--- config.mk ---
export PLATFORM = sky130hd
export DESIGN_NAME = hsc_config_crc
export DESIGN_NICKNAME = d
export VERILOG_FILES = /design/src/hsc_pkg.sv /design/src/hsc_config_crc.sv /design/src/hsc_crc_step.sv
export VERILOG_INCLUDE_DIRS = /design/src /design/src/src
export SDC_FILE = /design/constraint.sdc
export NUM_CORES = 1
export LEC_CHECK = 0
export BUFFER_PORTS_ARGS = -buffer_cell sky130_fd_sc_hd__buf_2
export CAP_MARGIN = 20
export CORE_MARGIN = 10
export CORE_UTILIZATION = 50
export CTS_CLUSTER_DIAMETER = 80
export DETAILED_ROUTE_END_ITERATION = 6
export PLACE_DENSITY = 0.7
export SLEW_MARGIN = 20
export SYNTH_ARGS = -nofsm -noshare
export SYNTH_HDL_FRONTEND = slang
export SYNTH_SLANG_ARGS = --single-unit
--- constraint.sdc ---
create_clock -name clock -period 5.7 [get_ports clock]
set_clock_uncertainty 0.2 [all_clocks]
set_input_delay 0.57 -clock clock [delete_from_list [all_inputs] [get_ports clock]]
set_output_delay 0.57 -clock clock [all_outputs]
set_load 0.02 [all_outputs]
--- src/hsc_cfg.svh ---
// address map, field codes, reset values and checksum constants of the hall sensor config block
`ifndef HSC_CFG_SVH
`define HSC_CFG_SVH

// ------------------------------------------------------------
// register offsets (byte addresses on the plain register port)
// ------------------------------------------------------------
`define HSC_OFF_DEV1       8'h00
`define HSC_OFF_DEV2       8'h01
`define HSC_OFF_SEN1       8'h02
`define HSC_OFF_SEN2       8'h03
`define HSC_OFF_STAT       8'h04
`define HSC_OFF_DATA       8'h10

// ------------------------------------------------------------
// reset values
// ------------------------------------------------------------
`define HSC_RST_DEV1       8'h00
`define HSC_RST_DEV2       8'h00
`define HSC_RST_SEN1       8'h00
`define HSC_RST_SEN2       8'h00
`define HSC_RST_BYTE       8'h00

// ------------------------------------------------------------
// field codes
// ------------------------------------------------------------
`define HSC_OP_STANDBY     2'h0
`define HSC_TRIG_BUS       2'h0
`define HSC_CH_XY          4'h3
`define HSC_XY_WIDE        1'h1
`define HSC_ANGLE_XY       2'h1
`define HSC_CRC_ON         1'h1
`define HSC_FMT_STD        2'h0

// ------------------------------------------------------------
// full scale in mT: 40 / 80 low variant, 120 / 240 high variant
// ------------------------------------------------------------
`define HSC_FS_LO_NARROW   8'h28
`define HSC_FS_LO_WIDE     8'h50
`define HSC_FS_HI_NARROW   8'h78
`define HSC_FS_HI_WIDE     8'hF0

// ------------------------------------------------------------
// checksum: x^8+x^2+x+1, seeded with all ones, after four bytes
// ------------------------------------------------------------
`define HSC_CRC_SEED       8'hFF
`define HSC_CRC_POLY       8'h07
`define HSC_DATA_BYTES     3'h4
`define HSC_LAST_DATA      3'h3

`endif

--- src/hsc_pkg.sv ---
// types shared by the hall sensor config block
package hsc_pkg;

   // ------------------------------------------------------------
   // register layouts
   // ------------------------------------------------------------
   typedef struct packed {
      logic [4:0] spare;
      logic [1:0] read_format;
      logic       crc_en;
   } hsc_dev1_type;

   typedef struct packed {
      logic [3:0] spare;
      logic [1:0] trigger_source;
      logic [1:0] operating_state_select;
   } hsc_dev2_type;

   typedef struct packed {
      logic [3:0] spare;
      logic [3:0] axis_channel_select;
   } hsc_sen1_type;

   typedef struct packed {
      logic [3:0] spare;
      logic [1:0] angle_select;
      logic       z_range;
      logic       xy_range;
   } hsc_sen2_type;

   // ------------------------------------------------------------
   // outputs
   // ------------------------------------------------------------
   typedef struct packed {
      logic       standby;
      logic       bus_trigger;
      logic       x_en;
      logic       y_en;
      logic [7:0] xy_full_scale_mt;
      logic       z_range;
      logic       angle_en;
   } hsc_cfg_type;

   typedef struct packed {
      logic       valid;
      logic       is_crc;
      logic [7:0] data;
   } hsc_byte_type;

   typedef enum logic [1:0] {
      HSC_IDLE  = 2'b00,
      HSC_DATA  = 2'b01,
      HSC_CHECK = 2'b10
   } hsc_state_type;

endpackage

--- src/hsc_config_crc.sv ---
// configuration decode and checksummed register read stream of the hall sensor
// How it works
// - operating state code 0h decodes as standby, no continuous conversion.
// - trigger code 0h means conversion started by bus; it is the reset value.
// - axis channel code 3h enables the X and Y channels.
// - one range bit serves X and Y; Z range is a separate writable bit.
// - low range variant: planar range 1h selects 80 mT full scale.
// - high range variant: 0h selects 120 mT (default), 1h selects 240 mT.
// - angle select 1h enables angle from X first, Y second.
// - checksum enable 1h turns on checksum generation on reads.
// - read format 0h is the standard read format.
// - checksum byte only sent when enabled and standard format chosen.
// - checksum goes out as fifth byte, right after four data bytes.
// - checksum covers the four bytes just sent, seeded with FFh.
// - only the final checksum is sent, never the per-byte values.
// - each step follows polynomial x^8+x^2+x+1.
// - read returns start address data, next three addresses, then checksum.
//
// Implementation choices: the register offsets and the address-and-strobe port.
`timescale 1ns/1ps
`default_nettype none
`include "hsc_cfg.svh"

module hsc_config_crc #(
   parameter bit HIGH_RANGE = 1'b0,
   parameter int DATA_DEPTH = 16
) (
   input  wire logic                    clock,
   input  wire logic                    sys_rst,
   input  wire logic [7:0]              reg_addr,
   input  wire logic [7:0]              reg_wdata,
   input  wire logic                    reg_wr,
   input  wire logic                    reg_rd,
   output logic      [7:0]              reg_rdata,
   input  wire logic                    stream_start,
   input  wire logic [7:0]              stream_addr,
   input  wire logic                    stream_pop,
   output hsc_pkg::hsc_byte_type        stream_out,
   output hsc_pkg::hsc_cfg_type         cfg_out
);

   localparam int IW = (DATA_DEPTH > 1) ? $clog2(DATA_DEPTH) : 1;

   // ------------------------------------------------------------
   // storage
   // ------------------------------------------------------------
   hsc_pkg::hsc_dev1_type  dev1;
   hsc_pkg::hsc_dev2_type  dev2;
   hsc_pkg::hsc_sen1_type  sen1;
   hsc_pkg::hsc_sen2_type  sen2;
   logic [7:0]             data_mem [DATA_DEPTH];
   hsc_pkg::hsc_state_type state;
   logic [7:0]             ptr;
   logic [7:0]             crc;
   logic [2:0]             sent_count;
   logic                   crc_on;
   logic [7:0]             status;
   logic [7:0]             bus_byte;
   logic [7:0]             stream_byte;
   logic [7:0]             crc_next;
   logic                   data_pop;
   logic                   check_pop;

   // ------------------------------------------------------------
   // configuration registers
   // ------------------------------------------------------------
   // config writes land directly; spare bits are kept but unused
   always_ff @(posedge clock or posedge sys_rst) begin
      if (sys_rst) begin
         dev1 <= `HSC_RST_DEV1;
         dev2 <= `HSC_RST_DEV2;
         sen1 <= `HSC_RST_SEN1;
         sen2 <= `HSC_RST_SEN2;
      end else if (reg_wr) begin
         case (reg_addr)
            `HSC_OFF_DEV1: begin
               dev1 <= reg_wdata;
            end
            `HSC_OFF_DEV2: begin
               dev2 <= reg_wdata;
            end
            `HSC_OFF_SEN1: begin
               sen1 <= reg_wdata;
            end
            `HSC_OFF_SEN2: begin
               sen2 <= reg_wdata;
            end
            default: begin
            end
         endcase
      end
   end

   // data bytes behind the config block, written by software
   always_ff @(posedge clock or posedge sys_rst) begin
      if (sys_rst) begin
         for (int i = 0; i < DATA_DEPTH; i++) begin
            data_mem[i] <= `HSC_RST_BYTE;
         end
      end else if (reg_wr && in_data(reg_addr)) begin
         data_mem[data_index(reg_addr)] <= reg_wdata;
      end
   end

   // ------------------------------------------------------------
   // address decode helpers
   // ------------------------------------------------------------
   function automatic logic in_data(input logic [7:0] a);
      logic [7:0] off;
      off = a - `HSC_OFF_DATA;
      return (a >= `HSC_OFF_DATA) && (off < 8'(DATA_DEPTH));
   endfunction

   function automatic logic [IW-1:0] data_index(input logic [7:0] a);
      logic [7:0] off;
      off = a - `HSC_OFF_DATA;
      return off[IW-1:0];
   endfunction

   // one map serves both the bus and the read stream; unmapped reads as zero
   function automatic logic [7:0] map_read(input logic [7:0] a, input logic [39:0] regs, input logic [7:0] mem_byte);
      logic [7:0] r;
      r = `HSC_RST_BYTE;
      case (a)
         `HSC_OFF_DEV1: begin
            r = regs[39:32];
         end
         `HSC_OFF_DEV2: begin
            r = regs[31:24];
         end
         `HSC_OFF_SEN1: begin
            r = regs[23:16];
         end
         `HSC_OFF_SEN2: begin
            r = regs[15:8];
         end
         `HSC_OFF_STAT: begin
            r = regs[7:0];
         end
         default: begin
            if (in_data(a)) begin
               r = mem_byte;
            end
         end
      endcase
      return r;
   endfunction

   // ------------------------------------------------------------
   // configuration decode
   // ------------------------------------------------------------
   always_comb begin
      cfg_out.standby     = dev2.operating_state_select == `HSC_OP_STANDBY;
      cfg_out.bus_trigger = dev2.trigger_source == `HSC_TRIG_BUS;
      cfg_out.x_en        = sen1.axis_channel_select == `HSC_CH_XY;
      cfg_out.y_en        = sen1.axis_channel_select == `HSC_CH_XY;
      cfg_out.z_range     = sen2.z_range;
      cfg_out.angle_en    = sen2.angle_select == `HSC_ANGLE_XY;
      // one range bit for both planar axes, scale picked by variant
      if (HIGH_RANGE) begin
         cfg_out.xy_full_scale_mt = (sen2.xy_range == `HSC_XY_WIDE) ? `HSC_FS_HI_WIDE : `HSC_FS_HI_NARROW;
      end else begin
         cfg_out.xy_full_scale_mt = (sen2.xy_range == `HSC_XY_WIDE) ? `HSC_FS_LO_WIDE : `HSC_FS_LO_NARROW;
      end
   end

   // status: live view of decode and stream
   assign status = {1'b0, crc_on, state, cfg_out.angle_en, cfg_out.y_en, cfg_out.x_en, cfg_out.standby};

   // ------------------------------------------------------------
   // register port read
   // ------------------------------------------------------------
   assign bus_byte    = map_read(reg_addr, {dev1, dev2, sen1, sen2, status}, data_mem[data_index(reg_addr)]);
   assign stream_byte = map_read(ptr, {dev1, dev2, sen1, sen2, status}, data_mem[data_index(ptr)]);

   // read data stand for exactly the cycle after the strobe
   always_ff @(posedge clock or posedge sys_rst) begin
      if (sys_rst) begin
         reg_rdata <= `HSC_RST_BYTE;
      end else if (reg_rd) begin
         reg_rdata <= bus_byte;
      end else begin
         reg_rdata <= `HSC_RST_BYTE;
      end
   end

   // ------------------------------------------------------------
   // read stream with trailing checksum
   // ------------------------------------------------------------
   hsc_crc_step u_crc (
      .crc_in  (crc),
      .data_in (stream_byte),
      .crc_out (crc_next)
   );

   // a start in the same cycle as a pop wins; that pop is dropped
   assign data_pop  = stream_pop && !stream_start && (state == hsc_pkg::HSC_DATA);
   assign check_pop = stream_pop && !stream_start && (state == hsc_pkg::HSC_CHECK);

   // sequencing: data bytes from consecutive addresses, then the checksum
   always_ff @(posedge clock or posedge sys_rst) begin
      if (sys_rst) begin
         state <= hsc_pkg::HSC_IDLE;
      end else if (stream_start) begin
         state <= hsc_pkg::HSC_DATA;
      end else if (stream_pop) begin
         case (state)
            hsc_pkg::HSC_DATA: begin
               if (crc_on && sent_count == `HSC_LAST_DATA) begin
                  state <= hsc_pkg::HSC_CHECK;
               end
            end
            hsc_pkg::HSC_CHECK: begin
               state <= hsc_pkg::HSC_IDLE;
            end
            default: begin
               state <= hsc_pkg::HSC_IDLE;
            end
         endcase
      end
   end

   // gate is sampled once per read so a mid-read write cannot split a frame
   always_ff @(posedge clock or posedge sys_rst) begin
      if (sys_rst) begin
         crc_on <= 1'b0;
      end else if (stream_start) begin
         crc_on <= (dev1.crc_en == `HSC_CRC_ON) && (dev1.read_format == `HSC_FMT_STD);
      end
   end

   // address walks upward one byte per data pop
   always_ff @(posedge clock or posedge sys_rst) begin
      if (sys_rst) begin
         ptr <= `HSC_RST_BYTE;
      end else if (stream_start) begin
         ptr <= stream_addr;
      end else if (data_pop) begin
         ptr <= ptr + 8'h01;
      end
   end

   // checksum chain over the bytes actually sent, saturating count
   always_ff @(posedge clock or posedge sys_rst) begin
      if (sys_rst) begin
         crc        <= `HSC_CRC_SEED;
         sent_count <= 3'h0;
      end else if (stream_start) begin
         crc        <= `HSC_CRC_SEED;
         sent_count <= 3'h0;
      end else if (data_pop) begin
         crc <= crc_next;
         if (sent_count != `HSC_DATA_BYTES) begin
            sent_count <= sent_count + 3'h1;
         end
      end
   end

   // byte out: one cycle after each data or checksum pop; only the final checksum leaves
   always_ff @(posedge clock or posedge sys_rst) begin
      if (sys_rst) begin
         stream_out <= '0;
      end else begin
         stream_out.valid  <= data_pop || check_pop;
         stream_out.is_crc <= check_pop;
         if (data_pop) begin
            stream_out.data <= stream_byte;
         end else if (check_pop) begin
            stream_out.data <= crc;
         end
      end
   end
endmodule
`default_nettype wire

--- src/hsc_crc_step.sv ---
// one byte step of the read checksum
`timescale 1ns/1ps
`default_nettype none
`include "hsc_cfg.svh"

module hsc_crc_step (
   input  wire logic [7:0] crc_in,
   input  wire logic [7:0] data_in,
   output logic      [7:0] crc_out
);

   // msb-first shift of crc xor data, eight bits folded in one cycle
   always_comb begin
      logic [7:0] acc;
      acc = crc_in ^ data_in;
      for (int i = 0; i < 8; i++) begin
         acc = acc[7] ? ((acc << 1) ^ `HSC_CRC_POLY) : (acc << 1);
      end
      crc_out = acc;
   end

endmodule
`default_nettype wire

==> impl_metrics.csv <==
group,metric,value,unit
synth,yosysWarnings,0,
drt,first_iter_violations,618,
synth,yosysMostFrequentCell,"dfrtp_1",
timing,finalSetupTns,0,ps
clocking,clk_latency,450,ps
timing,setup_viol,0,
hold_path,hp-class,"input pin to async pin",
cells_and_area,final.fill_count,1789,
synth,ys_seq_area_share,45.7,%
timing,whs,89.3,ps
synth,ys.flop_type,"dfrtp_1",
critical_path,path_class,"flip-flop to flip-flop",
global_route,grt_max_degree,153,
global_route,antenna_found_initial,2,
clocking,cts_buffers,17,
floorplanning,rows,54,
timing,tightest_slew,968,ps
timing,post-route-period-util,68.1,%
cells_and_area,multi_input_area,5610,µm²
drt,wl_per_cell,24.2,µm
timing,final_hold_viol_count,0,
job,drv_cap,0,
cells_and_area,fin_cells,1143,
synth,yosys_register_bits,200,
critical_path,r2r-end,"crc[3]",
pwr,ir_drop,0.000149,V
synth,syn_avg_cell_area,13.2,µm²
placement,hpwlAfterDp,19200,µm
pwr,static-leakage-power,5.48,nW
global_route,grt_pass1_wl,43800,µm
cells_and_area,final_util,55.4,%
critical_path,cp_max_fo,24,
timing,fin_crit,3880,ps
synth,yosysTopAreaCell,"dfrtp_1",
synth,syn-instance-count,832,
timing,relSlewSlack,35.5,%
timing,clock.fmax,258,MHz
cells_and_area,seqCellArea,5020,µm²
clocking,cts_buffer_depth,2,
critical_path,startpoint_type,"flip-flop",
timing,layout_setup_ws,1820,ps
placement,post-place-cells,1110,
floorplanning,io_pins,62,
floorplanning,core,21700,µm²
critical_path,worstPathArrival,4050,ps
clocking,cts_hold_buf,0,
cells_and_area,layout-drive-gt1-share,41.1,%
synth,async_flop_share,100,%
global_route,grt_remaining_overflow,0,
placement,port_buffers,57,
status,outcome,"finished, final reports clean",
placement,gp_routability_congestion,0.888,
clocking,cts_tree,"built",
pwr,switching_share,26.7,%
synth,synth.top_cell.area_share,43.8,%
timing,rsz0062_at_grt,"no",
critical_path,end_kind,"flip-flop",
cells_and_area,area_delta_synth_final,9.46,%
clocking,cts_setup_buffers,0,
placement,place_area,11400,µm²
floorplanning,fp.dieW,168,µm
drt,routed_wl,27700,µm
critical_path,regToRegSetupSlack,1820,ps
pwr,power_switching,0.920,mW
drt,drcViolationCount,0,
clocking,clock_sinks,200,
clocking,h-tree-depth,4,
pwr,power.density,287,nW/µm²
floorplanning,initial_core_util,50.6,%
drt,num_vias,7182,
global_route,track_usage,19.7,%
clocking,post_cts_resized,0,
synth,yosysUniqueCellTypes,59,
pwr,pwr-share-clk,37.7,%
pwr,intPower,2.53,mW
critical_path,r2r_start,"ptr[1]",
global_route,grt_pass1_vias,7263,
clocking,clk_pin_slew_worst_paths,70,ps
synth,synth_edf_count,0,
placement,place_ws,1860,ps
clocking,cts_root_buf,"clkbuf_16",
pwr,pwr-share-comb,15.4,%
critical_path,reg2regPathDepth,10,
pwr,p_seq_share,47.0,%
floorplanning,die_area,28300,µm²
cells_and_area,fin_area,12000,µm²
drt,firstDrtPassIters,5,
cells_and_area,fin_nets,886,
timing,slew_viol_final,0,
synth,netlist_top_cells_count,"192 x dfrtp_1, 170 x mux2_2, 68 x mux4_2, 40 x clkbuf_1, 38 x nand2_1",
pwr,p_total,3.45,mW
floorplanning,die_h,168,µm
synth,syn_area,11000,µm²
drt,viasPerCell,6.28,
synth,yosys-top-cells-area,"dfrtp_1 44%, mux2_2 17%, mux4_2 14%",
critical_path,cp_data_required_time,5870,ps
drt,ant_nets,0,
==> power groups by stage <==
stage / Sequential [mW] / Combinational, mW / Clock (mW)
2_1_floorplan: 1.60 / 0.444 / 0
3_3_place_gp: 1.64 / 0.521 / 0
3_5_place_dp: 1.64 / 0.529 / 0
4_1_cts: 1.62 / 0.532 / 1.31
5_1_grt: 1.63 / 0.577 / 1.36
6_report: 1.62 / 0.531 / 1.30
==> worst max-delay path by stage <==
stage | from | endpoint | cells past startpoint
4_1_cts | ptr[1] | crc[3] | 10
6_report | ptr[1] | crc[3] | 10
3_3_place_gp | ptr[1] | crc[0] | 10
2_1_floorplan | ptr[1] | crc[6] | 14
5_1_grt | ptr[1] | crc[2] | 10
3_5_place_dp | ptr[1] | crc[3] | 10
==> kinds of logic (layout without fill, tap and decap cells) <==
kind of cell | Yosys count | count (layout) | synth area share, %
buffers and inverters | 83 | 110 | 3.36
other | 1 | 5 | 0.0342
XOR/XNOR | 21 | 21 | 2.05
AND/OR/NAND/NOR | 141 | 141 | 6.90
adder cells (fa/ha/maj) | 7 | 7 | 0.798
flip-flops | 200 | 200 | 45.7
multiplexers | 269 | 269 | 34.7
AO/OA/AOI/OAI | 110 | 110 | 6.48
==> layout make-up <==
type	instances	area share [%]
multi-input combinational	552	46.7
sequential	200	41.8
clock buffer	22	3.78
timing repair buffer	65	2.98
tap	280	2.92
clock inverter	10	1.40
inverter	13	0.438
antenna	1	0.0208
==> routing by layer <==
layer | wire length (µm) | share of wire, % | vias up | GRT usage, %
met3 | 1980 | 7.2 | 45 | 4.38
met1 | 11900 | 43 | 3719 | 26.8
met4 | 526 | 1.9 | 2 | 5.64
li1 | - | - | 3163 | -
met2 | 13300 | 48 | 253 | 31.2
met5 | 7 | 0.025 | - | 0
==> sequential cells by signal (all words and copies together) (netlist names) <==
register and cells:
data_mem 128, crc 8, dev2 8, reg_rdata 8
cfg_out 1, sent_count 3, sen2 7, state 2
dev1 8, crc_on 1, ptr 8, stream_out 10
sen1 8
==> layout by cell type, fill, tap and decap left out, types with 8 or more instances in the layout <==
master	count
clkbuf_16	17
o22ai_1	13
mux2i_1	28
a21oi_1	21
nand2_1	38
mux4_2	68
inv_1	11
nor3_1	13
nor2b_1	18
dfstp_2	8
o21ai_0	27
nand3_1	10
xor2_1	8
xnor2_1	10
dfrtp_1	190
mux2_2	170
a22oi_1	11
nor2_1	20
buf_2	57
a211oi_1	8
==> critical path, stage by stage (launching register included) <==
cell      delay, ps
dfrtp_2         800
inv_1           190
ha_1            420
a22o_1          270
a221oi_1        410
nor3_1          140
or3_1           430
a211oi_1        340
a211oi_1        100
nor3b_1         290
mux2i_1         220
No activity file was read; power rests on OpenSTA's default activity.
